--- src/amrb_pkg.sv ---
// Notes on behaviour
// - A 32-bit AXI4-Lite slave port takes memory requests and register accesses.
// - Request address and request information live in registers reached only over AXI4-Lite.
// - The address advances by itself after every request, so sequential accesses need no rewrite.
// - A build-time requester tag from 0 to 255 marks every request stream.
// - With the interrupt option on, an interrupt follows every request sent.
// - Request and response streams each pass a full-handshake pipeline register slice.
// - A state machine sequences request frames from accepted AXI4-Lite requests.
// - Stream master on the request output, stream slave on the response input.
// - Active-low synchronous reset returns the state machine to idle.
// - Every request frame is one beat, so last is set on every valid beat.
// - Request stream carries an 8-bit identifier equal to the tag and 256-bit user header.
// - The interrupt is an active-high edge-type pulse, only with the option enabled.
`default_nettype none
package amrb_pkg;
  localparam int AXIL_AW = 4;
  localparam int AXIL_DW = 32;
  localparam int AXIL_SW = 4;
  localparam int RQ_DW = 512;
  localparam int RQ_UW = 256;
  localparam int RQ_IDW = 8;
  localparam int RESP_DW = 512;
  localparam int REQ_W = RQ_IDW + RQ_UW + RQ_DW + 1;
  localparam int CNT_W = 16;
  localparam int HDR_ADDR_LSB = 0;
  localparam int HDR_INFO_LSB = 32;
  localparam int HDR_WRITE_BIT = 64;
  localparam logic [AXIL_AW-1:0] OFS_ADDR = 4'h0;
  localparam logic [AXIL_AW-1:0] OFS_INFO = 4'h4;
  localparam logic [AXIL_AW-1:0] OFS_DATA = 4'h8;
  localparam logic [AXIL_AW-1:0] OFS_STATUS = 4'hc;
  localparam logic [1:0] RESP_OKAY = 2'h0;
  localparam logic [AXIL_DW-1:0] ADDR_STEP = 32'h0000_0004;
  localparam logic [AXIL_DW-1:0] ADDR_RST = 32'h0000_0000;
  localparam logic [AXIL_DW-1:0] INFO_RST = 32'h0000_0000;
  localparam logic [CNT_W-1:0] CNT_ONE = 16'h0001;

  typedef enum logic [2:0] {
    ST_IDLE, ST_WTAKE, ST_RTAKE, ST_ISSUE, ST_WAIT, ST_BRESP, ST_RRESP
  } amrb_state_type;

  // Word-aligns a register address; the two low bits never select anything.
  function automatic logic [AXIL_AW-1:0] amrb_word(input logic [AXIL_AW-1:0] a);
    amrb_word = {a[AXIL_AW-1:2], 2'h0};
  endfunction : amrb_word

  // Replaces only the byte lanes whose strobe is set.
  function automatic logic [AXIL_DW-1:0] amrb_merge(input logic [AXIL_DW-1:0] old_v,
                                                     input logic [AXIL_DW-1:0] new_v,
                                                     input logic [AXIL_SW-1:0] strb);
    amrb_merge = old_v;
    for (int i = 0; i < AXIL_SW; i++) begin
      if (strb[i]) begin
        amrb_merge[i*8 +: 8] = new_v[i*8 +: 8];
      end
    end
  endfunction : amrb_merge
endpackage : amrb_pkg
`default_nettype wire

--- src/amrb_stream_if.sv ---
`timescale 1ns/1ns
`default_nettype none
interface amrb_stream_if #(parameter int W = 32);
  logic valid;
  logic ready;
  logic [W-1:0] data;
  modport src (output valid, output data, input ready);
  modport snk (input valid, input data, output ready);
endinterface : amrb_stream_if
`default_nettype wire

--- src/amrb_bridge.sv ---
`timescale 1ns/1ns
`default_nettype none
module amrb_bridge #(
  parameter logic [amrb_pkg::RQ_IDW-1:0] REQUESTER_TAG_VALUE = 8'h00,
  parameter bit HAS_IRQ = 1'b1
) (
  input wire logic ref_clk_i,
  input wire logic rst_ni,
  input wire logic [amrb_pkg::AXIL_AW-1:0] s_axi_awaddr_i,
  input wire logic [2:0] s_axi_awprot_i,
  input wire logic s_axi_awvalid_i,
  output logic s_axi_awready_o,
  input wire logic [amrb_pkg::AXIL_DW-1:0] s_axi_wdata_i,
  input wire logic [amrb_pkg::AXIL_SW-1:0] s_axi_wstrb_i,
  input wire logic s_axi_wvalid_i,
  output logic s_axi_wready_o,
  output logic [1:0] s_axi_bresp_o,
  output logic s_axi_bvalid_o,
  input wire logic s_axi_bready_i,
  input wire logic [amrb_pkg::AXIL_AW-1:0] s_axi_araddr_i,
  input wire logic [2:0] s_axi_arprot_i,
  input wire logic s_axi_arvalid_i,
  output logic s_axi_arready_o,
  output logic [amrb_pkg::AXIL_DW-1:0] s_axi_rdata_o,
  output logic [1:0] s_axi_rresp_o,
  output logic s_axi_rvalid_o,
  input wire logic s_axi_rready_i,
  output logic [amrb_pkg::RQ_DW-1:0] m_axis_rqst_tdata_o,
  output logic [amrb_pkg::RQ_UW-1:0] m_axis_rqst_tuser_o,
  output logic [amrb_pkg::RQ_IDW-1:0] m_axis_rqst_tid_o,
  output logic m_axis_rqst_tlast_o,
  output logic m_axis_rqst_tvalid_o,
  input wire logic m_axis_rqst_tready_i,
  input wire logic [amrb_pkg::RESP_DW-1:0] memory_response_stream_tdata_i,
  input wire logic memory_response_stream_tvalid_i,
  output logic memory_response_stream_tready_o,
  output logic irq_o
);
  import amrb_pkg::*;

  amrb_state_type state_r, state_nxt;
  logic awready_r, awready_nxt, wready_r, wready_nxt, arready_r, arready_nxt;
  logic bvalid_r, bvalid_nxt, rvalid_r, rvalid_nxt, req_wr_r, req_wr_nxt;
  logic irq_r, irq_nxt;
  logic [AXIL_DW-1:0] rdata_r, rdata_nxt, addr_r, addr_nxt, info_r, info_nxt;
  logic [AXIL_DW-1:0] wdat_r, wdat_nxt;
  logic [CNT_W-1:0] cnt_r, cnt_nxt;
  logic [RQ_UW-1:0] hdr;
  logic [RQ_DW-1:0] payload;
  logic req_fire;

  amrb_stream_if #(.W(REQ_W)) req_in ();
  amrb_stream_if #(.W(REQ_W)) req_out ();
  amrb_stream_if #(.W(AXIL_DW)) resp_in ();
  amrb_stream_if #(.W(AXIL_DW)) resp_out ();

  // Header layout: address, request information, then the write flag.
  always_comb begin
    hdr = '0;
    hdr[HDR_ADDR_LSB +: AXIL_DW] = addr_r;
    hdr[HDR_INFO_LSB +: AXIL_DW] = info_r;
    hdr[HDR_WRITE_BIT] = req_wr_r;
    payload = '0;
    payload[AXIL_DW-1:0] = wdat_r;
  end

  assign req_in.valid = (state_r == ST_ISSUE);
  assign req_in.data = {REQUESTER_TAG_VALUE, hdr, payload, 1'b1};
  assign req_fire = req_in.valid && req_in.ready;
  assign req_out.ready = m_axis_rqst_tready_i;
  assign m_axis_rqst_tvalid_o = req_out.valid;
  assign {m_axis_rqst_tid_o, m_axis_rqst_tuser_o, m_axis_rqst_tdata_o,
          m_axis_rqst_tlast_o} = req_out.data;

  assign resp_in.valid = memory_response_stream_tvalid_i;
  assign resp_in.data = memory_response_stream_tdata_i[AXIL_DW-1:0];
  assign memory_response_stream_tready_o = resp_in.ready;
  // Responses always drain; those that arrive outside a read wait are dropped.
  assign resp_out.ready = 1'b1;

  amrb_slice #(.W(REQ_W)) u_req_slice (.ref_clk_i(ref_clk_i), .rst_ni(rst_ni),
    .in_s(req_in), .out_s(req_out));
  amrb_slice #(.W(AXIL_DW)) u_resp_slice (.ref_clk_i(ref_clk_i), .rst_ni(rst_ni),
    .in_s(resp_in), .out_s(resp_out));

  assign s_axi_awready_o = awready_r;
  assign s_axi_wready_o = wready_r;
  assign s_axi_arready_o = arready_r;
  assign s_axi_bvalid_o = bvalid_r;
  assign s_axi_bresp_o = RESP_OKAY;
  assign s_axi_rvalid_o = rvalid_r;
  assign s_axi_rdata_o = rdata_r;
  assign s_axi_rresp_o = RESP_OKAY;
  assign irq_o = irq_r;

  always_comb begin
    state_nxt = state_r;
    awready_nxt = awready_r;
    wready_nxt = wready_r;
    arready_nxt = arready_r;
    bvalid_nxt = bvalid_r;
    rvalid_nxt = rvalid_r;
    rdata_nxt = rdata_r;
    addr_nxt = addr_r;
    info_nxt = info_r;
    wdat_nxt = wdat_r;
    req_wr_nxt = req_wr_r;
    cnt_nxt = cnt_r;
    irq_nxt = 1'b0;
    unique case (state_r)
      ST_IDLE: begin
        if (s_axi_awvalid_i && s_axi_wvalid_i) begin
          awready_nxt = 1'b1;
          wready_nxt = 1'b1;
          state_nxt = ST_WTAKE;
        end else if (s_axi_arvalid_i) begin
          arready_nxt = 1'b1;
          state_nxt = ST_RTAKE;
        end
      end
      ST_WTAKE: begin
        awready_nxt = 1'b0;
        wready_nxt = 1'b0;
        bvalid_nxt = 1'b1;
        state_nxt = ST_BRESP;
        if (amrb_word(s_axi_awaddr_i) == OFS_ADDR) begin
          addr_nxt = amrb_merge(addr_r, s_axi_wdata_i, s_axi_wstrb_i);
        end else if (amrb_word(s_axi_awaddr_i) == OFS_INFO) begin
          info_nxt = amrb_merge(info_r, s_axi_wdata_i, s_axi_wstrb_i);
        end else if (amrb_word(s_axi_awaddr_i) == OFS_DATA) begin
          wdat_nxt = amrb_merge(wdat_r, s_axi_wdata_i, s_axi_wstrb_i);
          req_wr_nxt = 1'b1;
          bvalid_nxt = 1'b0;
          state_nxt = ST_ISSUE;
        end
      end
      ST_RTAKE: begin
        arready_nxt = 1'b0;
        rvalid_nxt = 1'b1;
        state_nxt = ST_RRESP;
        if (amrb_word(s_axi_araddr_i) == OFS_ADDR) begin
          rdata_nxt = addr_r;
        end else if (amrb_word(s_axi_araddr_i) == OFS_INFO) begin
          rdata_nxt = info_r;
        end else if (amrb_word(s_axi_araddr_i) == OFS_STATUS) begin
          rdata_nxt = {{(AXIL_DW-CNT_W){1'b0}}, cnt_r};
        end else begin
          req_wr_nxt = 1'b0;
          rvalid_nxt = 1'b0;
          state_nxt = ST_ISSUE;
        end
      end
      ST_ISSUE: begin
        if (req_in.ready) begin
          addr_nxt = addr_r + ADDR_STEP;
          cnt_nxt = cnt_r + CNT_ONE;
          irq_nxt = HAS_IRQ;
          if (req_wr_r) begin
            bvalid_nxt = 1'b1;
            state_nxt = ST_BRESP;
          end else begin
            state_nxt = ST_WAIT;
          end
        end
      end
      ST_WAIT: begin
        if (resp_out.valid) begin
          rdata_nxt = resp_out.data;
          rvalid_nxt = 1'b1;
          state_nxt = ST_RRESP;
        end
      end
      ST_BRESP: begin
        if (s_axi_bready_i) begin
          bvalid_nxt = 1'b0;
          state_nxt = ST_IDLE;
        end
      end
      ST_RRESP: begin
        if (s_axi_rready_i) begin
          rvalid_nxt = 1'b0;
          state_nxt = ST_IDLE;
        end
      end
      default: state_nxt = ST_IDLE;
    endcase
  end

  always_ff @(posedge ref_clk_i) begin
    if (!rst_ni) begin
      state_r <= ST_IDLE;
      awready_r <= 1'b0;
      wready_r <= 1'b0;
      arready_r <= 1'b0;
      bvalid_r <= 1'b0;
      rvalid_r <= 1'b0;
      rdata_r <= '0;
      addr_r <= ADDR_RST;
      info_r <= INFO_RST;
      wdat_r <= '0;
      req_wr_r <= 1'b0;
      cnt_r <= '0;
      irq_r <= 1'b0;
    end else begin
      state_r <= state_nxt;
      awready_r <= awready_nxt;
      wready_r <= wready_nxt;
      arready_r <= arready_nxt;
      bvalid_r <= bvalid_nxt;
      rvalid_r <= rvalid_nxt;
      rdata_r <= rdata_nxt;
      addr_r <= addr_nxt;
      info_r <= info_nxt;
      wdat_r <= wdat_nxt;
      req_wr_r <= req_wr_nxt;
      cnt_r <= cnt_nxt;
      irq_r <= irq_nxt;
    end
  end

  rst_idle_a: assert property (@(posedge ref_clk_i) !rst_ni |=> state_r == ST_IDLE)
    else $error("Reset did not return the state machine to idle.");
  tlast_set_a: assert property (@(posedge ref_clk_i) disable iff (!rst_ni)
    m_axis_rqst_tvalid_o |-> m_axis_rqst_tlast_o)
    else $error("Request beat without last.");
  tid_tag_a: assert property (@(posedge ref_clk_i) disable iff (!rst_ni)
    m_axis_rqst_tvalid_o |-> m_axis_rqst_tid_o == REQUESTER_TAG_VALUE
      && m_axis_rqst_tuser_o[HDR_WRITE_BIT+1 +: 8] == 8'h00)
    else $error("Request identifier differs from the tag.");
  irq_after_req_a: assert property (@(posedge ref_clk_i) disable iff (!rst_ni)
    req_fire |=> irq_o == HAS_IRQ ##1 !irq_o)
    else $error("Interrupt did not follow a request.");
  irq_cause_a: assert property (@(posedge ref_clk_i) disable iff (!rst_ni)
    irq_o |-> HAS_IRQ && $past(req_fire))
    else $error("Interrupt without a request.");
  addr_step_a: assert property (@(posedge ref_clk_i) disable iff (!rst_ni)
    req_fire |=> addr_r == $past(addr_r) + ADDR_STEP)
    else $error("Address did not advance after a request.");
  addr_write_a: assert property (@(posedge ref_clk_i) disable iff (!rst_ni)
    state_r == ST_WTAKE && amrb_word(s_axi_awaddr_i) == OFS_ADDR && s_axi_wstrb_i == 4'hf
      |=> addr_r == $past(s_axi_wdata_i) && s_axi_bvalid_o)
    else $error("Address register write lost.");
  rd_wait_a: assert property (@(posedge ref_clk_i) disable iff (!rst_ni)
    state_r == ST_WAIT && resp_out.valid
      |=> s_axi_rvalid_o && s_axi_rdata_o == $past(resp_out.data) && s_axi_rresp_o == RESP_OKAY)
    else $error("Read data did not follow the response frame.");
  rd_hold_a: assert property (@(posedge ref_clk_i) disable iff (!rst_ni)
    state_r == ST_WAIT && !resp_out.valid |=> !s_axi_rvalid_o)
    else $error("Read answered before its response.");
  wr_issue_a: assert property (@(posedge ref_clk_i) disable iff (!rst_ni)
    state_r == ST_WTAKE && amrb_word(s_axi_awaddr_i) == OFS_DATA
      |=> req_in.valid && !s_axi_bvalid_o)
    else $error("Data write did not start a request.");
  req_to_out_a: assert property (@(posedge ref_clk_i) disable iff (!rst_ni)
    req_fire && m_axis_rqst_tready_i && !m_axis_rqst_tvalid_o |=> m_axis_rqst_tvalid_o)
    else $error("Request did not reach the stream output.");
endmodule : amrb_bridge
`default_nettype wire

--- src/amrb_slice.sv ---
`timescale 1ns/1ns
`default_nettype none
// Fully registered slice: a main stage plus a skid stage, so ready is a flop too.
module amrb_slice #(parameter int W = 32) (
  input wire logic ref_clk_i,
  input wire logic rst_ni,
  amrb_stream_if.snk in_s,
  amrb_stream_if.src out_s
);
  logic main_v_r, main_v_nxt, skid_v_r, skid_v_nxt, rdy_r, rdy_nxt;
  logic [W-1:0] main_d_r, main_d_nxt, skid_d_r, skid_d_nxt;
  logic in_fire;

  assign in_fire = in_s.valid && rdy_r;
  assign in_s.ready = rdy_r;
  assign out_s.valid = main_v_r;
  assign out_s.data = main_d_r;

  always_comb begin
    main_v_nxt = main_v_r;
    main_d_nxt = main_d_r;
    skid_v_nxt = skid_v_r;
    skid_d_nxt = skid_d_r;
    if (!main_v_r || out_s.ready) begin
      if (skid_v_r) begin
        main_v_nxt = 1'b1;
        main_d_nxt = skid_d_r;
        skid_v_nxt = 1'b0;
      end else begin
        main_v_nxt = in_fire;
        if (in_fire) begin
          main_d_nxt = in_s.data;
        end
      end
    end else if (in_fire) begin
      skid_v_nxt = 1'b1;
      skid_d_nxt = in_s.data;
    end
    rdy_nxt = !skid_v_nxt;
  end

  always_ff @(posedge ref_clk_i) begin
    if (!rst_ni) begin
      main_v_r <= 1'b0;
      skid_v_r <= 1'b0;
      rdy_r <= 1'b1;
      main_d_r <= '0;
      skid_d_r <= '0;
    end else begin
      main_v_r <= main_v_nxt;
      skid_v_r <= skid_v_nxt;
      rdy_r <= rdy_nxt;
      main_d_r <= main_d_nxt;
      skid_d_r <= skid_d_nxt;
    end
  end

  slice_hold_a: assert property (@(posedge ref_clk_i) disable iff (!rst_ni)
    out_s.valid && !out_s.ready |=> out_s.valid && $stable(out_s.data))
    else $error("Slice output changed while stalled.");
endmodule : amrb_slice
`default_nettype wire

--- config.mk ---
export PLATFORM = sky130hd
export DESIGN_NAME = amrb_bridge
export DESIGN_NICKNAME = d
export VERILOG_FILES = /design/src/amrb_pkg.sv /design/src/amrb_stream_if.sv /design/src/amrb_bridge.sv /design/src/amrb_slice.sv
export SDC_FILE = /design/constraint.sdc
export NUM_CORES = 1
export LEC_CHECK = 0
export BUFFER_PORTS_ARGS = -buffer_cell sky130_fd_sc_hd__buf_2
export CAP_MARGIN = 20
export CORE_AREA = 2 2 546 548
export CTS_BUF_LIST = sky130_fd_sc_hd__clkbuf_16
export DETAILED_ROUTE_END_ITERATION = 8
export DIE_AREA = 0 0 548 550
export GPL_TIMING_DRIVEN = 0
export PLACE_DENSITY = 0.3
export SLEW_MARGIN = 5
export SYNTH_ARGS = -nofsm -noshare
export SYNTH_HDL_FRONTEND = slang
export SYNTH_SLANG_ARGS = --single-unit
--- constraint.sdc ---
create_clock -name ref_clk_i -period 2 [get_ports ref_clk_i]
set_input_delay 0.4 -clock ref_clk_i [delete_from_list [all_inputs] [get_ports ref_clk_i]]
set_output_delay 0.4 -clock ref_clk_i [all_outputs]
set_load 0.03 [all_outputs]
==> run_results.csv <==
group,metric,value,unit
clock_network,cts_sinks,385,
clock_network,clockBufferDepth,3,
logic_synthesis,async_flop_share,0,%
route,routed_via_density,2.50,
clock_network,clockRootBuffer,"clkbuf_16",
worst_setup_path,cp_top_family,"buffers and inverters",
sta,fin_crit_sh,102,%
worst_setup_path,cp.arrival,2530,ps
clock_network,numCtsBuffers,47,
worst_setup_path,criticalPathCategory,"input port to register",
global_route,grt_pass1_wl,146000,um
route,drt-total-wl,112000,um
route,wl_per_cell,14.8,um
floorplanning,core,296000,sq um
clock_network,htree_levels,2,
route,antenna_left,0,
clock_network,clock_latency,640,ps
sta,worst_slack,-36.1,ps
sta,hold_viol,0,
layout,final_cells,7569,
global_route,grt_overflow,0,
worst_setup_path,critPathRequiredTime,2500,ps
logic_synthesis,yosys_warnings,0,
logic_synthesis,yosysSeqAreaShare,35.8,%
sta,relSlewSlack,31.6,%
route,dr.first_iter.drc_count,1051,
sta,setup_viol,1,
flow_run,drv_cap,0,
route,drt_pass1_iterations,5,
pwr,p_leak,13.9,nW
sta,worstMarginPinSlew,1030,ps
route,drc_errors,0,
sta,final_max_slew_viol_count,0,
worst_setup_path,worstPathCellList,"clkbuf_1, buf_2, mux2i_2, o21ai_0, mux2i_1, a21oi_1",
logic_synthesis,synth-edff-count,0,
logic_synthesis,synthesis.area,21500,sq um
worst_setup_path,startpoint_type,"input port",
sta,skew,32.3,ps
pwr,power.density,822,nW/um^2
placement,io_buffers,215,
placement,dp.cells,7433,
route,route.vias.total,18900,
sta,setup_tns,-36.1,ps
worst_setup_path,crit_fanout,10,
sta,finalCriticalPeriod,2040,ps
sta,fmax,491,MHz
global_route,grt_max_degree,15,
outcome,violations,"setup timing",
logic_synthesis,synth_top_area_share,35.8,%
placement,dpl_worst_slack,-1370,ps
placement,gp_congestion,0.781,
global_route,globalRouteTotalUtil,7.03,%
layout,final_common_cell,"buf_4",
floorplanning,die_w,548,um
floorplanning,start_util,7.28,%
floorplanning,ios,1392,
clock_network,path_clk_slew,60,ps
placement,dp_hpwl,92800,um
logic_synthesis,ys_ff_latch,385,
logic_synthesis,avgSynthCellArea,8.29,sq um
logic_synthesis,synth_top_area_cell,"dfxtp_1",
pwr,vdd_drop_max,594,uV
worst_setup_path,endpoint_kind,"register",
logic_synthesis,synthFlopType,"dfxtp_1",
layout,mostFrequentLayoutCells,"719 x buf_4, 684 x conb_1, 369 x dfxtp_1",
global_route,grt_pass1_vias,16900,
logic_synthesis,synthTopCellsByArea,"dfxtp_1 36%, buf_4 24%, mux2i_1 9.9%, nand2_1 5.1%, a21oi_1 4.3%",
worst_setup_path,crit_path_top_delay_cell,"mux2i_2",
layout,area_delta_synth_final,52.3,%
outcome,status,"complete, but fails checks",
floorplanning,row_count,200,
floorplanning,die_y,550,um
layout,drive_above_1_share,32.5,%
logic_synthesis,syn_inst,2594,
floorplanning,die_area,301000,sq um
worst_setup_path,worstPathBufferInverterCount,2,
hold_path,hold_path_class,"input port to register",
layout,fin_nets,4159,
worst_setup_path,slowest_delay,550,ps
clock_network,cts_tree,"done",
logic_synthesis,ys_types,67,
global_route,antenna_found_initial,53,
report_power, final:
group | internal, mW | switching (mW)
sequential | 8.47 | 0.593
clock | 4.53 | 3.91
combinational | 2.90 | 6.54
total | 15.9 | 11.0
path summary, 6_finish.rpt:
path / startpoint / to / slack (ps) / cells after the start
setup reg to reg: state_r[1]$_SDFFE_PN0P_ / addr_r[14]$_SDFFE_PN0P_ / 30 / 7
hold / removal: memory_response_stream_tdata_i[9] / u_resp_slice.out_s.data[9]$_SDFFE_PN0P_ / 40 / 3
setup / recovery: s_axi_araddr_i[2] / s_axi_rdata_o[4]$_SDFFE_PN0P_ / -40 / 6
hold reg to reg: u_req_slice.skid_d_r[14]$_SDFFE_PN0P_ / u_req_slice.skid_d_r[14]$_SDFFE_PN0P_ / 450 / 2
registers in the layout (all words and copies together), names as in the netlist, 16 cells and up:
signal                   cells
u_resp_slice.out_s.data     32
info_r                      32
cnt_r                       16
u_req_slice.out_s.data      98
wdat_r                      32
addr_r                      32
s_axi_rdata_o               32
u_req_slice.skid_d_r        98
worst reg2reg max path, stage by stage (launching register included):
cell and delay [ps]:
dfxtp_4 370, buf_6 150, or4b_4 530, nor3b_4 290
buf_2 230, o22ai_1 90, nand3_1 110, o21ai_0 100
kinds of logic (layout without fill, tap and decap cells):
group / count (synthesis) / count (layout) / share of synthesized area, %
adders and majority gates: 2 / 2 / 0.116
other: 2 / 696 / 0.0349
and+or+nand+nor: 694 / 694 / 14.0
AOI/OAI and AO/OA: 422 / 422 / 12.1
DFF: 385 / 385 / 35.8
muxes: 214 / 214 / 9.97
buffers and inverters: 859 / 1201 / 27.3
xor gates and xnor gates: 16 / 16 / 0.652
synth_stat cells, drive strengths merged (4+ instances only):
cell type	number
a31oi	7
and2	10
o311ai	7
nor3b	4
xnor2	4
nand2	296
nor3	33
o211ai	6
xor2	12
a21oi	185
mux2i	213
nor2b	7
nand4	14
a211oi	113
nand2b	4
buf	744
nor4	6
nand3	61
inv	10
nor2	224
o22ai	6
a32oi	5
dfxtp	385
nand3b	4
and3	21
clkbuf	105
o21ai	64
layout make-up:
class	instances	area, sq um
clock buffer	47	1180
fill	34300	263000
multi-input combinational	2032	10800
antenna	12	30.0
timing repair buffer	266	1610
sequential	385	7730
tap	3939	4930
inverter	10	37.5
buffer	844	6140
clock inverter	34	258
layer usage:
metal	wire length (um)	part of all wire, %	up-vias	GRT usage (%)
li1	-	-	9349	-
met1	47800	43	8553	8.77
met2	51900	46	897	11.6
met3	10200	9.1	129	2.29
met4	2060	1.8	16	1.71
met5	99	0.088	-	0
stage by stage:
stage / util (%) / total power, mW / hold slack [ps] / instance area (sq um)
2_1_floorplan: - / 15.2 / 436 / 24100
3_3_place_gp: 10.2 / 18.2 / 441 / 30100
3_5_place_dp: 10.2 / 18.2 / 446 / 30100
4_1_cts: 11.0 / 27.3 / 2.47 / 32400
5_1_grt: 11.1 / 28.5 / 19.6 / 32700
6_report: 11.1 / 26.9 / 42.9 / 32700
timing repair:
| action | 4_1_cts | 5_1_grt |
|---|---|---|
| hold buffers | 23 | 0 |
| cloned | 1 | 1 |
| endpoints found under the setup margin | 373 | 198 |
| resized for setup | 171 | 87 |
| setup buffers | 11 | 12 |
| pin swaps | 7 | 12 |
| hold endpoints to repair | 23 | 0 |
No activity file was read; power rests on OpenSTA's default activity.
